File: src/pkg/cmrm_map.svh
// register addresses, field positions, reset values and timing figures of the monitor
`ifndef CMRM_MAP_SVH
`define CMRM_MAP_SVH

// ----------------------------------------
// register byte addresses
// ----------------------------------------
`define CMRM_HIT_CNT_ADDR 32'h1a1c0028
`define CMRM_MISS_CNT_ADDR 32'h1a1c002c
`define CMRM_CTRL_ADDR 32'h1a1c0030
`define CMRM_INTERVAL_ADDR 32'h1a1c0034
`define CMRM_MISS_THR_ADDR 32'h1a1c0038
`define CMRM_HIT_THR_ADDR 32'h1a1c003c
`define CMRM_IRQ_STATUS_ADDR 32'h1a1c0050
`define CMRM_IRQ_MASK_ADDR 32'h1a1c0054

// ----------------------------------------
// control register fields
// ----------------------------------------
`define CMRM_CTRL_RUN_BIT 0
`define CMRM_CTRL_IRQ_EN_BIT 1
`define CMRM_CTRL_INT_END_BIT 2
`define CMRM_CTRL_MISS_THR_BIT 3
`define CMRM_CTRL_HIT_THR_BIT 4
`define CMRM_CTRL_WIDTH 5

// ----------------------------------------
// irq status and mask fields
// ----------------------------------------
`define CMRM_IRQ_INT_END_BIT 0
`define CMRM_IRQ_MISS_THR_BIT 1
`define CMRM_IRQ_HIT_THR_BIT 2
`define CMRM_IRQ_WIDTH 3

// ----------------------------------------
// widths, resets and timing
// ----------------------------------------
`define CMRM_INTERVAL_WIDTH 19
`define CMRM_RESET_VALUE 32'h00000000
`define CMRM_CLK_FREQ_MHZ 100
`define CMRM_REF_FREQ_MHZ 32

`endif

File: src/pkg/cmrm_pkg.sv
// types shared by the cache miss rate monitor
package cmrm_pkg;

    typedef logic [31:0] cmrm_word_t;

    typedef enum logic [3:0] {
        CMRM_SEL_NONE,
        CMRM_SEL_HIT_CNT,
        CMRM_SEL_MISS_CNT,
        CMRM_SEL_CTRL,
        CMRM_SEL_INTERVAL,
        CMRM_SEL_MISS_THR,
        CMRM_SEL_HIT_THR,
        CMRM_SEL_IRQ_STATUS,
        CMRM_SEL_IRQ_MASK
    } cmrm_sel_t;

endpackage : cmrm_pkg

File: src/design/cmrm_top.sv
// cache miss rate monitor with ahb-lite register slave
`timescale 1ns/10ps
`include "cmrm_map.svh"


module cmrm_top #(
    parameter int CLK_FREQ_MHZ = `CMRM_CLK_FREQ_MHZ,
    parameter int REF_FREQ_MHZ = `CMRM_REF_FREQ_MHZ,
    parameter int INTERVAL_WIDTH = `CMRM_INTERVAL_WIDTH
) (
    input wire logic clk_sys_i,
    input wire logic sys_rst_i,
    input wire logic hsel_i,
    input wire logic [31:0] haddr_i,
    input wire logic [1:0] htrans_i,
    input wire logic hwrite_i,
    input wire logic [2:0] hsize_i,
    input wire logic [31:0] hwdata_i,
    input wire logic hready_i,
    output logic [31:0] hrdata_o,
    output logic hreadyout_o,
    output logic hresp_o,
    input wire logic cache_hit_i,
    input wire logic cache_miss_i,
    output logic irq_pulse_o,
    output logic irq_o
);

    // ----------------------------------------
    // local constants
    // ----------------------------------------
    localparam int ACC_W = $clog2(CLK_FREQ_MHZ + REF_FREQ_MHZ) + 1;
    localparam logic [ACC_W-1:0] ACC_STEP = ACC_W'(REF_FREQ_MHZ);
    localparam logic [ACC_W-1:0] ACC_WRAP = ACC_W'(CLK_FREQ_MHZ);

    // ----------------------------------------
    // register state
    // ----------------------------------------
    cmrm_pkg::cmrm_word_t hit_count;
    cmrm_pkg::cmrm_word_t miss_count;
    cmrm_pkg::cmrm_word_t miss_threshold;
    cmrm_pkg::cmrm_word_t hit_threshold;
    logic [INTERVAL_WIDTH-1:0] interval_length;
    logic [INTERVAL_WIDTH-1:0] interval_count;
    logic monitor_run;
    logic monitor_irq_enable;
    logic interval_end_flag;
    logic miss_threshold_flag;
    logic hit_threshold_flag;
    logic [`CMRM_IRQ_WIDTH-1:0] irq_status;
    logic [`CMRM_IRQ_WIDTH-1:0] irq_mask;

    // ----------------------------------------
    // bus phase tracking
    // ----------------------------------------
    cmrm_pkg::cmrm_sel_t addr_sel;
    cmrm_pkg::cmrm_sel_t wr_sel;
    logic wr_pend;
    logic rd_pend;
    cmrm_pkg::cmrm_sel_t rd_sel;
    logic bus_take;
    logic wr_now;
    cmrm_pkg::cmrm_word_t rd_mux;

    // ----------------------------------------
    // events
    // ----------------------------------------
    logic [ACC_W-1:0] ref_acc;
    logic ref_tick;
    logic hit_inc;
    logic miss_inc;
    logic hit_reach;
    logic miss_reach;
    logic interval_end;
    logic [`CMRM_IRQ_WIDTH-1:0] event_vec;
    cmrm_pkg::cmrm_word_t next_hit_count;
    cmrm_pkg::cmrm_word_t next_miss_count;
    logic ctrl_wr;
    logic irq_want;
    logic irq_pend;

    function automatic cmrm_pkg::cmrm_sel_t decode(input logic [31:0] addr);
        unique case (addr)
            `CMRM_HIT_CNT_ADDR: decode = cmrm_pkg::CMRM_SEL_HIT_CNT;
            `CMRM_MISS_CNT_ADDR: decode = cmrm_pkg::CMRM_SEL_MISS_CNT;
            `CMRM_CTRL_ADDR: decode = cmrm_pkg::CMRM_SEL_CTRL;
            `CMRM_INTERVAL_ADDR: decode = cmrm_pkg::CMRM_SEL_INTERVAL;
            `CMRM_MISS_THR_ADDR: decode = cmrm_pkg::CMRM_SEL_MISS_THR;
            `CMRM_HIT_THR_ADDR: decode = cmrm_pkg::CMRM_SEL_HIT_THR;
            `CMRM_IRQ_STATUS_ADDR: decode = cmrm_pkg::CMRM_SEL_IRQ_STATUS;
            `CMRM_IRQ_MASK_ADDR: decode = cmrm_pkg::CMRM_SEL_IRQ_MASK;
            default: decode = cmrm_pkg::CMRM_SEL_NONE;
        endcase
    endfunction : decode

    // ----------------------------------------
    // ahb-lite slave
    // ----------------------------------------
    assign addr_sel = decode(haddr_i);
    assign bus_take = hsel_i && htrans_i[1] && hready_i;
    assign wr_now = wr_pend;
    assign ctrl_wr = wr_now && (wr_sel == cmrm_pkg::CMRM_SEL_CTRL);

    always_ff @(posedge clk_sys_i) begin
        if (sys_rst_i) begin
            wr_pend <= 1'b0;
            wr_sel <= cmrm_pkg::CMRM_SEL_NONE;
        end else if (hready_i) begin
            wr_pend <= bus_take && hwrite_i;
            wr_sel <= addr_sel;
        end
    end

    // reads take one wait state so a write just before is visible
    always_ff @(posedge clk_sys_i) begin
        if (sys_rst_i) begin
            rd_pend <= 1'b0;
            rd_sel <= cmrm_pkg::CMRM_SEL_NONE;
            hreadyout_o <= 1'b1;
            hrdata_o <= `CMRM_RESET_VALUE;
        end else if (rd_pend) begin
            rd_pend <= 1'b0;
            hreadyout_o <= 1'b1;
            hrdata_o <= rd_mux;
        end else if (bus_take && !hwrite_i) begin
            rd_pend <= 1'b1;
            rd_sel <= addr_sel;
            hreadyout_o <= 1'b0;
        end
    end

    always_ff @(posedge clk_sys_i) begin
        if (sys_rst_i) begin
            hresp_o <= 1'b0;
        end else begin
            hresp_o <= 1'b0;
        end
    end

    always_comb begin
        rd_mux = '0;
        unique case (rd_sel)
            cmrm_pkg::CMRM_SEL_HIT_CNT: rd_mux = hit_count;
            cmrm_pkg::CMRM_SEL_MISS_CNT: rd_mux = miss_count;
            cmrm_pkg::CMRM_SEL_CTRL: begin
                rd_mux[`CMRM_CTRL_RUN_BIT] = monitor_run;
                rd_mux[`CMRM_CTRL_IRQ_EN_BIT] = monitor_irq_enable;
                rd_mux[`CMRM_CTRL_INT_END_BIT] = interval_end_flag;
                rd_mux[`CMRM_CTRL_MISS_THR_BIT] = miss_threshold_flag;
                rd_mux[`CMRM_CTRL_HIT_THR_BIT] = hit_threshold_flag;
            end
            cmrm_pkg::CMRM_SEL_INTERVAL: rd_mux[INTERVAL_WIDTH-1:0] = interval_length;
            cmrm_pkg::CMRM_SEL_MISS_THR: rd_mux = miss_threshold;
            cmrm_pkg::CMRM_SEL_HIT_THR: rd_mux = hit_threshold;
            cmrm_pkg::CMRM_SEL_IRQ_STATUS: rd_mux[`CMRM_IRQ_WIDTH-1:0] = irq_status;
            cmrm_pkg::CMRM_SEL_IRQ_MASK: rd_mux[`CMRM_IRQ_WIDTH-1:0] = irq_mask;
            cmrm_pkg::CMRM_SEL_NONE: rd_mux = '0;
            default: rd_mux = '0;
        endcase
    end

    // ----------------------------------------
    // 32 MHz reference tick from fractional divider
    // ----------------------------------------
    always_ff @(posedge clk_sys_i) begin
        if (sys_rst_i) begin
            ref_acc <= '0;
            ref_tick <= 1'b0;
        end else if (!monitor_run) begin
            // phase restarts while stopped, so an interval is exactly its length
            ref_acc <= '0;
            ref_tick <= 1'b0;
        end else if (ref_acc + ACC_STEP >= ACC_WRAP) begin
            ref_acc <= ref_acc + ACC_STEP - ACC_WRAP;
            ref_tick <= 1'b1;
        end else begin
            ref_acc <= ref_acc + ACC_STEP;
            ref_tick <= 1'b0;
        end
    end

    // ----------------------------------------
    // event detection
    // ----------------------------------------
    assign hit_inc = monitor_run && cache_hit_i;
    assign miss_inc = monitor_run && cache_miss_i;
    assign next_hit_count = hit_count + 32'h00000001;
    assign next_miss_count = miss_count + 32'h00000001;
    assign hit_reach = hit_inc && (hit_threshold != '0) && (next_hit_count == hit_threshold);
    assign miss_reach = miss_inc && (miss_threshold != '0)
        && (next_miss_count == miss_threshold);
    assign interval_end = monitor_run && ref_tick && (interval_length != '0)
        && (interval_count == INTERVAL_WIDTH'(1));

    always_comb begin
        event_vec = '0;
        event_vec[`CMRM_IRQ_INT_END_BIT] = interval_end;
        event_vec[`CMRM_IRQ_MISS_THR_BIT] = miss_reach;
        event_vec[`CMRM_IRQ_HIT_THR_BIT] = hit_reach;
    end

    // ----------------------------------------
    // hit and miss counters
    // ----------------------------------------
    always_ff @(posedge clk_sys_i) begin
        if (sys_rst_i) begin
            hit_count <= `CMRM_RESET_VALUE;
        end else if (wr_now && wr_sel == cmrm_pkg::CMRM_SEL_HIT_CNT) begin
            hit_count <= hwdata_i;
        end else if (hit_inc) begin
            hit_count <= next_hit_count;
        end
    end

    always_ff @(posedge clk_sys_i) begin
        if (sys_rst_i) begin
            miss_count <= `CMRM_RESET_VALUE;
        end else if (wr_now && wr_sel == cmrm_pkg::CMRM_SEL_MISS_CNT) begin
            miss_count <= hwdata_i;
        end else if (miss_inc) begin
            miss_count <= next_miss_count;
        end
    end

    // ----------------------------------------
    // configuration registers
    // ----------------------------------------
    always_ff @(posedge clk_sys_i) begin
        if (sys_rst_i) begin
            interval_length <= '0;
            miss_threshold <= `CMRM_RESET_VALUE;
            hit_threshold <= `CMRM_RESET_VALUE;
            irq_mask <= '0;
        end else if (wr_now) begin
            unique case (wr_sel)
                cmrm_pkg::CMRM_SEL_INTERVAL: interval_length <= hwdata_i[INTERVAL_WIDTH-1:0];
                cmrm_pkg::CMRM_SEL_MISS_THR: miss_threshold <= hwdata_i;
                cmrm_pkg::CMRM_SEL_HIT_THR: hit_threshold <= hwdata_i;
                cmrm_pkg::CMRM_SEL_IRQ_MASK: irq_mask <= hwdata_i[`CMRM_IRQ_WIDTH-1:0];
                default: begin
                end
            endcase
        end
    end

    // ----------------------------------------
    // control: run and enable
    // ----------------------------------------
    always_ff @(posedge clk_sys_i) begin
        if (sys_rst_i) begin
            monitor_run <= 1'b0;
        end else if (interval_end) begin
            monitor_run <= 1'b0;
        end else if (ctrl_wr) begin
            monitor_run <= hwdata_i[`CMRM_CTRL_RUN_BIT];
        end
    end

    always_ff @(posedge clk_sys_i) begin
        if (sys_rst_i) begin
            monitor_irq_enable <= 1'b0;
        end else if (ctrl_wr) begin
            monitor_irq_enable <= hwdata_i[`CMRM_CTRL_IRQ_EN_BIT];
        end
    end

    // ----------------------------------------
    // control flags: hardware set wins over software clear
    // ----------------------------------------
    always_ff @(posedge clk_sys_i) begin
        if (sys_rst_i) begin
            interval_end_flag <= 1'b0;
        end else if (interval_end) begin
            interval_end_flag <= 1'b1;
        end else if (ctrl_wr) begin
            interval_end_flag <= hwdata_i[`CMRM_CTRL_INT_END_BIT];
        end
    end

    always_ff @(posedge clk_sys_i) begin
        if (sys_rst_i) begin
            miss_threshold_flag <= 1'b0;
        end else if (miss_reach) begin
            miss_threshold_flag <= 1'b1;
        end else if (ctrl_wr) begin
            miss_threshold_flag <= hwdata_i[`CMRM_CTRL_MISS_THR_BIT];
        end
    end

    always_ff @(posedge clk_sys_i) begin
        if (sys_rst_i) begin
            hit_threshold_flag <= 1'b0;
        end else if (hit_reach) begin
            hit_threshold_flag <= 1'b1;
        end else if (ctrl_wr) begin
            hit_threshold_flag <= hwdata_i[`CMRM_CTRL_HIT_THR_BIT];
        end
    end

    // ----------------------------------------
    // interval counter
    // ----------------------------------------
    always_ff @(posedge clk_sys_i) begin
        if (sys_rst_i) begin
            interval_count <= '0;
        end else if (!monitor_run) begin
            interval_count <= interval_length;
        end else if (ref_tick && interval_count != '0) begin
            interval_count <= interval_count - INTERVAL_WIDTH'(1);
        end
    end

    // ----------------------------------------
    // interrupts
    // ----------------------------------------
    assign irq_want = monitor_irq_enable && ((|event_vec) || irq_pend);

    // an event right behind a pulse waits one cycle, so pulses never merge
    always_ff @(posedge clk_sys_i) begin
        if (sys_rst_i) begin
            irq_pend <= 1'b0;
        end else begin
            irq_pend <= irq_want && irq_pulse_o;
        end
    end

    always_ff @(posedge clk_sys_i) begin
        if (sys_rst_i) begin
            irq_pulse_o <= 1'b0;
        end else begin
            irq_pulse_o <= irq_want && !irq_pulse_o;
        end
    end

    // ----------------------------------------
    // sticky status, write one to clear, set wins
    // ----------------------------------------
    always_ff @(posedge clk_sys_i) begin
        if (sys_rst_i) begin
            irq_status <= '0;
        end else if (wr_now && wr_sel == cmrm_pkg::CMRM_SEL_IRQ_STATUS) begin
            irq_status <= (irq_status & ~hwdata_i[`CMRM_IRQ_WIDTH-1:0]) | event_vec;
        end else begin
            irq_status <= irq_status | event_vec;
        end
    end

    always_ff @(posedge clk_sys_i) begin
        if (sys_rst_i) begin
            irq_o <= 1'b0;
        end else begin
            irq_o <= |(irq_status & irq_mask);
        end
    end

endmodule : cmrm_top

File: config.mk
export PLATFORM = sky130hd
export DESIGN_NAME = cmrm_top
export DESIGN_NICKNAME = d
export VERILOG_FILES = /design/src/pkg/cmrm_pkg.sv /design/src/design/cmrm_top.sv
export VERILOG_INCLUDE_DIRS = /design/src /design/src/pkg
export SDC_FILE = /design/constraint.sdc
export NUM_CORES = 1
export LEC_CHECK = 0
export BUFFER_PORTS_ARGS = -buffer_cell sky130_fd_sc_hd__buf_2
export CORE_ASPECT_RATIO = 0.9
export CORE_UTILIZATION = 60
export DETAILED_ROUTE_END_ITERATION = 8
export PLACE_DENSITY = 0.8
export SETUP_SLACK_MARGIN = 0.1
export SYNTH_ARGS = -nofsm -noshare
export SYNTH_HDL_FRONTEND = slang
export SYNTH_SLANG_ARGS = --single-unit
File: constraint.sdc
create_clock -name clk_sys_i -period 3.9 [get_ports clk_sys_i]
set_clock_uncertainty 0.1 [all_clocks]
set_input_delay 0.585 -clock clk_sys_i [delete_from_list [all_inputs] [get_ports clk_sys_i]]
set_output_delay 0.585 -clock clk_sys_i [all_outputs]
set_load 0.05 [all_outputs]
Yosys cells after proc, flatten, opt, wreduce, memory -nomap -nowiden
Index checks and enable logic that the tools add are counted.
- bits in registers: 233
- bits of input ports: 76
- magnitude comparators: 1
- bitwise gates (word level): 7
- muxes and demuxes: 21
- equality and inequality tests: 28
- reduce and logical (&&, ||, !) cells: 43
- $add $sub $neg: 5
- operator list (operator ; number):
    $eq A32 B29 Y1 const B ; 8
    $mux W32 ; 4
    $pmux W14 S5 ; 1
    $add A32 B1 Y32 const B ; 2
    $eq A32 B32 Y1 ; 2
    $reduce_bool A32 Y1 ; 2
    $pmux W13 S4 ; 1
    $mux W19 ; 2
    $reduce_bool A19 Y1 ; 2
    $eq A4 B3 Y1 const B ; 8
    $pmux W4 S8 ; 1
    $pmux W3 S8 ; 1
    $logic_and A1 B1 Y1 ; 21
    $eq A19 B1 Y1 const B ; 1
    $sub A19 B1 Y19 const B ; 1
    $eq A4 B2 Y1 const B ; 4
    $pmux W2 S6 ; 1
    $reduce_and A2 Y1 ; 5
    $reduce_bool A2 Y1 ; 5
    $add A9 B6 Y9 const B ; 1
    $ge A9 B7 Y1 const B ; 1
    $mux W9 ; 1
    $sub A9 B7 Y9 const B ; 1
    $eq A4 B1 Y1 const B ; 2
    12 further kinds ; 27

Longest topological paths before layout
Gate-level depths: netlist (run 1).
- depth after elaboration: 7
- gate-level depth with buffers: 10
- gate-level depth less buffers: 9

Worst setup path before layout (run 1)
OpenSTA, ideal clock, no wires.
- path kind: reg2reg
- start point: register hit_count[0]
- end point: register irq_pend
- data arrival time: 2.824 ns
- setup time: 0.079 ns
- path slack: 0.897 ns
- clock period less this slack: 3.003 ns
- stages on the path, launching flop included: 11
- path through: dfxtp_1 > ha_1 > nand4_2 > or4_1 > buf_2 > or3_4 > nor4_2 > o22ai_1 > nor4_1 > nand4_1 > a211oi_2
- word-level cells in the longest chain between the ends: 7
- ends and longest elaborated chain (item ; RTL line ; source):
    start, declared ; cmrm_top.sv:39 ; cmrm_pkg::cmrm_word_t hit_count;
    start signal, assigned ; cmrm_top.sv:207 ; hit_count <= `CMRM_RESET_VALUE;
    start signal, assigned ; cmrm_top.sv:209 ; hit_count <= hwdata_i;
    start signal, assigned ; cmrm_top.sv:211 ; hit_count <= next_hit_count;
    $add A32 B1 Y32 ; cmrm_top.sv:187 ; assign next_hit_count = hit_count + 32'h00000001;
    $eq A32 B32 Y1 ; cmrm_top.sv:189 ; assign hit_reach = hit_inc && (hit_threshold != '0) && (next_hit_count == hit_threshold);
    $logic_and A1 B1 Y1 ; cmrm_top.sv:189 ;
    $reduce_or A3 Y1 ; cmrm_top.sv:316 ; assign irq_want = monitor_irq_enable && ((|event_vec) || irq_pend);
    $logic_or A1 B1 Y1 ; cmrm_top.sv:316 ;
    $logic_and A1 B1 Y1 ; cmrm_top.sv:316 ;
    $logic_and A1 B1 Y1 ; cmrm_top.sv:323 ; irq_pend <= irq_want && irq_pulse_o;
    end signal, assigned ; cmrm_top.sv:323 ;
    end, declared ; cmrm_top.sv:80 ; logic irq_pend;
No other way between the ends.
A chain may end at the register's enable or synchronous reset.

Final worst setup path (run 1)
- start point: register miss_count[6]
- end point: register irq_pend
- word-level cells in the longest chain between the ends: 7
- ends and longest elaborated chain (item ; RTL line ; source):
    start, declared ; cmrm_top.sv:40 ; cmrm_pkg::cmrm_word_t miss_count;
    start signal, assigned ; cmrm_top.sv:217 ; miss_count <= `CMRM_RESET_VALUE;
    start signal, assigned ; cmrm_top.sv:219 ; miss_count <= hwdata_i;
    start signal, assigned ; cmrm_top.sv:221 ; miss_count <= next_miss_count;
    $add A32 B1 Y32 ; cmrm_top.sv:188 ; assign next_miss_count = miss_count + 32'h00000001;
    $eq A32 B32 Y1 ; cmrm_top.sv:191 ; && (next_miss_count == miss_threshold);
    $logic_and A1 B1 Y1 ; cmrm_top.sv:191 ;
    $reduce_or A3 Y1 ; cmrm_top.sv:316 ;
    $logic_or A1 B1 Y1 ; cmrm_top.sv:316 ;
    $logic_and A1 B1 Y1 ; cmrm_top.sv:316 ;
    $logic_and A1 B1 Y1 ; cmrm_top.sv:323 ;
No other way between the ends.

==> flow_metrics.py, run 1 <==
metrics = {
    "setup_path": {
        "crit_path_start_kind": "flip-flop",
        "critical_path_peak_fanout": 10,
        "crit_path_slowest_cell": "or4_1",
        "critical_path.n_buffers_inverters": 0,
        "worst-endpoint-required_ps": 4250,
        "crit_family": "simple AND/OR/NAND/NOR gates",
        "end_kind": "flip-flop",
        "timing.critical_path.slowest_cell_delay_ps": 700,
        "chain_of_cells_forming_the_critical_path": "nand3_1 > or4_1 > or3_1 > a221oi_1 > nand4_1 > nor4_1 > nor3_1 > a211oi_2",
        "path_class": "reg -> reg",
        "worstPathArrival_ps": 3850,
    },
    "timing": {
        "setup_slack_ps": 395,
        "final_hold_viol_count": 0,
        "final.min_clock_period_ps": 3500,
        "finalMaxSlewViolations": 0,
        "tns_ps": 0,
        "slew_headroom": 0.149,
        "setup_viol": 0,
        "tightestPinTransition_ps": 1270,
        "fmaxAchievable_mhz": 285,
        "finalCritPeriodShare": 0.899,
        "grt_setup_unrepaired": "no",
    },
    "final_layout": {
        "area_growth_syn_to_layout_pct": 10.3,
        "final_area_um2": 14500,
        "n_antenna_cell": 0,
        "final_nets": 1774,
        "post_route_cells_drive_above_1_share": 0.123,
    },
    "global_route": {
        "antenna_found_initial": 0,
        "first_global_vias": 11666,
        "grt_overflow_total": 0,
        "grt_pass1_wl_um": 65800,
        "grt_max_degree": 93,
        "globalRouteTotalUtil": 0.377,
    },
    "power_and_ir_drop": {
        "power.leakage_nw": 4.85,
        "power.ir.vdd_worst_mv": 0.343,
        "powerDensity_nw_per_um2": 332,
    },
    "yosys": {
        "syn-num-nets": 1751,
        "syn-mean-instance-area_um2": 7.90,
        "synth_enable_flop_cells": 0,
        "synth_async_sr_flop_share": 0,
        "synth_top_area_cell": "dfxtp_1",
        "syn-cell-area_um2": 13200,
        "post_synthesis_register_bit_count": 231,
        "netlist-cell-type-count": 76,
        "synth-main-ff-cell": "dfxtp_1",
        "synth_area_leaders": "dfxtp_1, nand2_1, xnor2_1",
        "postSynthCellCount": 1667,
        "yosysWarnings": 0,
        "seq_area_frac_synth": 0.351,
        "synth_top_area_frac": 0.351,
    },
    "floorplan": {
        "die_y_um": 143,
        "row_count": 51,
        "die_area_um2": 22500,
        "floorplan.die.width_um": 158,
        "floorplan.initialDensity": 0.610,
        "boundaryPins": 112,
        "core_area_um2": 21600,
    },
    "detailed_routing": {
        "route.detailed.vias_per_inst": 6.54,
        "post-route-drc-count": 0,
        "post_drt_wl_per_cell_um": 21.4,
        "dr_total_vias": 13056,
        "postRouteWirelength_um": 42700,
        "first_iter_violations": 1882,
        "post_detailed_route_count_of_antenna_violating_nets": 0,
        "dr.pass1.iters": 9,
    },
    "placement": {
        "final_wtd_congestion": 0.980,
        "hpwl_um": 30600,
        "port-buffer-count": 106,
        "detailedPlace.worstSlack_ps": 481,
        "dpl-instance-area_um2": 13700,
    },
    "clocking": {
        "cts_hold_repair.buffers": 0,
        "cts_tree": "done",
        "numCtsBuffers": 25,
        "cts.path.max_buffers": 3,
        "cts_resized": 0,
        "clk_transition_reported_paths_ps": 60,
        "clkLatencyLatePin_ps": 530,
        "clock_sinks": 231,
        "cts.htree.levels": 1,
        "postCtsSetupRepairBufs": 0,
        "clk_root_buffer_cell": "clkbuf_16",
    },
    "worst_hold_path": {
        "holdCritPathClass": "in -> reg",
    },
    "run": {
        "max_cap_viol_count": 0,
    },
    "run_status": {
        "status": "finished clean",
    },
}
[layout make-up]
cell class,count,area [um2]
clock buffer,37,741
sequential,231,4620
inverter,19,71.3
timing repair buffer,134,747
tap,291,364
fill,1856,7050
clock inverter,6,38.8
multi-input combinational,1279,7930
[worst paths after layout]
check | endpoint | slack (ps) | cells after the start | start
setup reg to reg | irq_pend | 400 | 8 | miss_count[6]
hold / removal | wr_now | 250 | 3 | htrans_i[1]
setup / recovery | irq_pend | 400 | 8 | miss_count[6]
hold reg to reg | hrdata_o[21] | 360 | 2 | hrdata_o[21]
[synth_stat cells, drive strengths merged (4+ instances only)]
| library cell | instances |
|---|---|
| nor3 | 41 |
| clkbuf | 111 |
| and3b | 4 |
| mux2i | 22 |
| or2 | 7 |
| buf | 27 |
| nand4 | 49 |
| or4 | 12 |
| and2 | 6 |
| a22o | 16 |
| a211oi | 77 |
| a222oi | 15 |
| dfxtp | 231 |
| nor2 | 175 |
| nor4 | 53 |
| xor2 | 66 |
| nor3b | 5 |
| a221oi | 18 |
| o21ai | 36 |
| nand3b | 12 |
| nand4b | 5 |
| nor2b | 5 |
| inv | 19 |
| xnor2 | 101 |
| o31ai | 8 |
| a31oi | 4 |
| a21oi | 107 |
| a311oi | 29 |
| ha | 8 |
| or3 | 14 |
| nand2 | 245 |
| nand2b | 13 |
| o22ai | 4 |
| and3 | 14 |
| nand3 | 41 |
| and4 | 7 |
| a22oi | 17 |
| nor4b | 5 |
[placed cells by master (no fill, tap or decap), drive strengths merged, types with 8 or more instances in the layout]
master,count
or4,12
dfxtp,231
a311oi,29
nor2,175
ha,8
xnor2,101
a211oi,77
a22o,16
a222oi,15
nand3b,12
a21oi,107
mux2i,22
or3,14
a221oi,18
xor2,66
nand2,245
nor4,53
inv,19
o21ai,36
nand3,41
nor3,41
nand2b,13
clkbuf,37
and3,14
a22oi,17
o31ai,8
nand4,49
buf,134
[layer usage]
layer	routed length, um	track usage	share of wire
met3	5730	0.106	0.13
met4	1240	0.107	0.029
met2	18100	0.556	0.42
met1	17700	0.533	0.41
met5	0	0	0
[power by group]
group / internal (W) / switching (W) / leakage [nW]
Sequential: 0.00236 / 0.00000355 / 1.86
Clock: 0.00131 / 0.000980 / 0.380
Combinational: 0.0000431 / 0.000123 / 2.61
Total: 0.00371 / 0.00111 / 4.85
[state kept, by name, indices dropped and copies added, names as in the netlist, 7 cells and up]
| signal | flops |
|---|---|
| hit_count | 32 |
| hit_threshold | 32 |
| hrdata_o | 32 |
| miss_count | 32 |
| miss_threshold | 32 |
| interval_count | 19 |
| interval_length | 19 |
| ref_acc | 7 |
[kinds of logic after synthesis]
family                   synth area share
AO/OA/AOI/OAI                       0.190
flip-flops                          0.351
buffers and inverters              0.0480
adder cells (fa/ha/maj)           0.00760
other                            0.000285
XOR/XNOR                            0.111
multiplexers                       0.0184
AND/OR/NAND/NOR                     0.273
[metrics by stage]
step / util / std cells / power, W / hold WS, ps
2_1_floorplan: - / 1667 / 0.00249 / 337
3_3_place_gp: 0.637 / 1954 / 0.00258 / 335
3_5_place_dp: 0.637 / 1954 / 0.00258 / 340
4_1_cts: 0.673 / 1997 / 0.00482 / 252
5_1_grt: 0.673 / 1997 / 0.00492 / 270
6_report: 0.673 / 1997 / 0.00482 / 255
[worst min-delay path: stages]
cell     delay [ps]
buf_2           100
nand4_1          70
a21oi_1          60
Note: power is estimated with default switching activity, not from simulation.
==> inputs of run 2 (changes only) <==
- CORE_ASPECT_RATIO: 0.9 -> 1.25
==> flow_metrics.py, run 2 (synthesis results as in run 1) <==
metrics = {
    "setup_path": {
        "critical_path_peak_fanout": 6,
        "worstPathArrival_ps": 3990,
        "path_class": "reg -> reg",
        "timing.critical_path.slowest_cell_delay_ps": 670,
        "end_kind": "flip-flop",
        "crit_path_start_kind": "flip-flop",
        "chain_of_cells_forming_the_critical_path": "ha_1 > nand4_2 > or4_1 > or3_4 > nor4_2 > o22ai_1 > nor4_1 > nand4_1 > a211oi_2",
        "worst-endpoint-required_ps": 4250,
        "crit_path_slowest_cell": "or4_1",
    },
    "placement": {
        "final_wtd_congestion": 0.984,
        "dpl-instance-area_um2": 13700,
        "hpwl_um": 30700,
        "dp.cells": 1938,
        "port-buffer-count": 106,
    },
    "detailed_routing": {
        "post_detailed_route_count_of_antenna_violating_nets": 0,
        "dr_total_vias": 13001,
        "route.detailed.vias_per_inst": 6.57,
        "post-route-drc-count": 0,
        "first_iter_violations": 1161,
        "dr.pass1.iters": 6,
        "postRouteWirelength_um": 42800,
        "post_drt_wl_per_cell_um": 21.6,
    },
    "floorplan": {
        "die_y_um": 168,
        "boundaryPins": 112,
        "die_area_um2": 22500,
        "floorplan.die.width_um": 134,
        "floorplan.initialDensity": 0.611,
        "core_area_um2": 21500,
        "row_count": 60,
    },
    "final_layout": {
        "n_antenna_cell": 0,
        "fin_cells": 1979,
        "post_route_cells_drive_above_1_share": 0.119,
        "most-common-layout-cells": "nand2_1, dfxtp_1, nor2_1",
        "final_nets": 1769,
        "utilization": 0.669,
        "area_growth_syn_to_layout_pct": 9.53,
        "layout.cells.most_common": "nand2_1",
        "final_area_um2": 14400,
    },
    "global_route": {
        "globalRouteTotalUtil": 0.384,
        "grt_max_degree": 87,
        "grt_pass1_wl_um": 67500,
        "grt_overflow_total": 0,
        "antenna_found_initial": 0,
        "first_global_vias": 12416,
    },
    "timing": {
        "setup_viol": 0,
        "tns_ps": 0,
        "slew_headroom": 0.216,
        "grt_setup_unrepaired": "no",
        "finalMaxSlewViolations": 0,
        "finalCritPeriodShare": 0.933,
        "fmaxAchievable_mhz": 275,
        "final_hold_viol_count": 0,
        "final.min_clock_period_ps": 3640,
        "tightestPinTransition_ps": 1170,
    },
    "clocking": {
        "postCtsSetupRepairBufs": 0,
        "clkLatencyLatePin_ps": 530,
        "cts.htree.levels": 1,
        "cts_resized": 0,
        "cts_tree": "done",
        "cts.path.max_buffers": 3,
        "cts_hold_repair.buffers": 0,
        "clk_root_buffer_cell": "clkbuf_16",
        "numCtsBuffers": 24,
        "clk_transition_reported_paths_ps": 60,
        "clock_sinks": 231,
    },
    "power_and_ir_drop": {
        "powerDensity_nw_per_um2": 327,
        "power.leakage_nw": 4.81,
        "power.ir.vdd_worst_mv": 0.319,
        "fin_total_pwr_w": 0.00471,
    },
    "run_status": {
        "status": "finished clean",
    },
    "run": {
        "max_cap_viol_count": 0,
    },
    "worst_hold_path": {
        "holdCritPathClass": "in -> reg",
    },
}
run 2: changes by cell type in the layout (fill, tap and decap cells not counted), sizes merged:
| cell | change |
|---|---|
| clkbuf | -4 |
| clkinv | +2 |
| buf | -4 |
run 2: worst paths after layout:
path / start / to / slack (ps) / cells after the start
max: hit_count[0] / irq_pend / 260 / 9
min: hwrite_i / wr_now / 240 / 3
max reg2reg: hit_count[0] / irq_pend / 260 / 9
min reg2reg: hrdata_o[26] / hrdata_o[26] / 350 / 2
run 2: layout make-up:
cell class / count / area [um2]
Sequential cell: 231 / 4620
Fill cell: 1781 / 7130
Tap cell: 279 / 349
Timing Repair Buffer: 130 / 717
Multi-Input combinational cell: 1279 / 7930
Clock buffer: 33 / 676
Inverter: 19 / 71.3
Clock inverter: 8 / 48.8
run 2: critical path, delay by kind of cell (launching register included):
kind	cells	cell delay [ps]
adders and majority gates	1	300
and+or+nand+nor	6	2310
AOI/OAI and AO/OA	2	420
DFF	1	430
run 2: power breakdown:
group          leakage (nW)  switching [W]  internal, W
logic                  2.59       0.000121    0.0000431
registers              1.86     0.00000425      0.00236
clock network         0.354       0.000971      0.00121
total                  4.81        0.00110      0.00361
run 2: stage by stage:
step	worst slack [ps]	hold slack [ps]
2_1_floorplan	897	337
3_3_place_gp	456	330
3_5_place_dp	383	339
4_1_cts	355	238
5_1_grt	114	260
6_report	262	242
run 2: layer usage:
layer  track usage  vias to the layer above  wire length [um]
met1         0.447                     6042             15900
met4         0.285                        0              3550
met2         0.636                      683             19900
li1              -                     6067                 -
met5             0                        -                 0
met3        0.0584                      209              3390
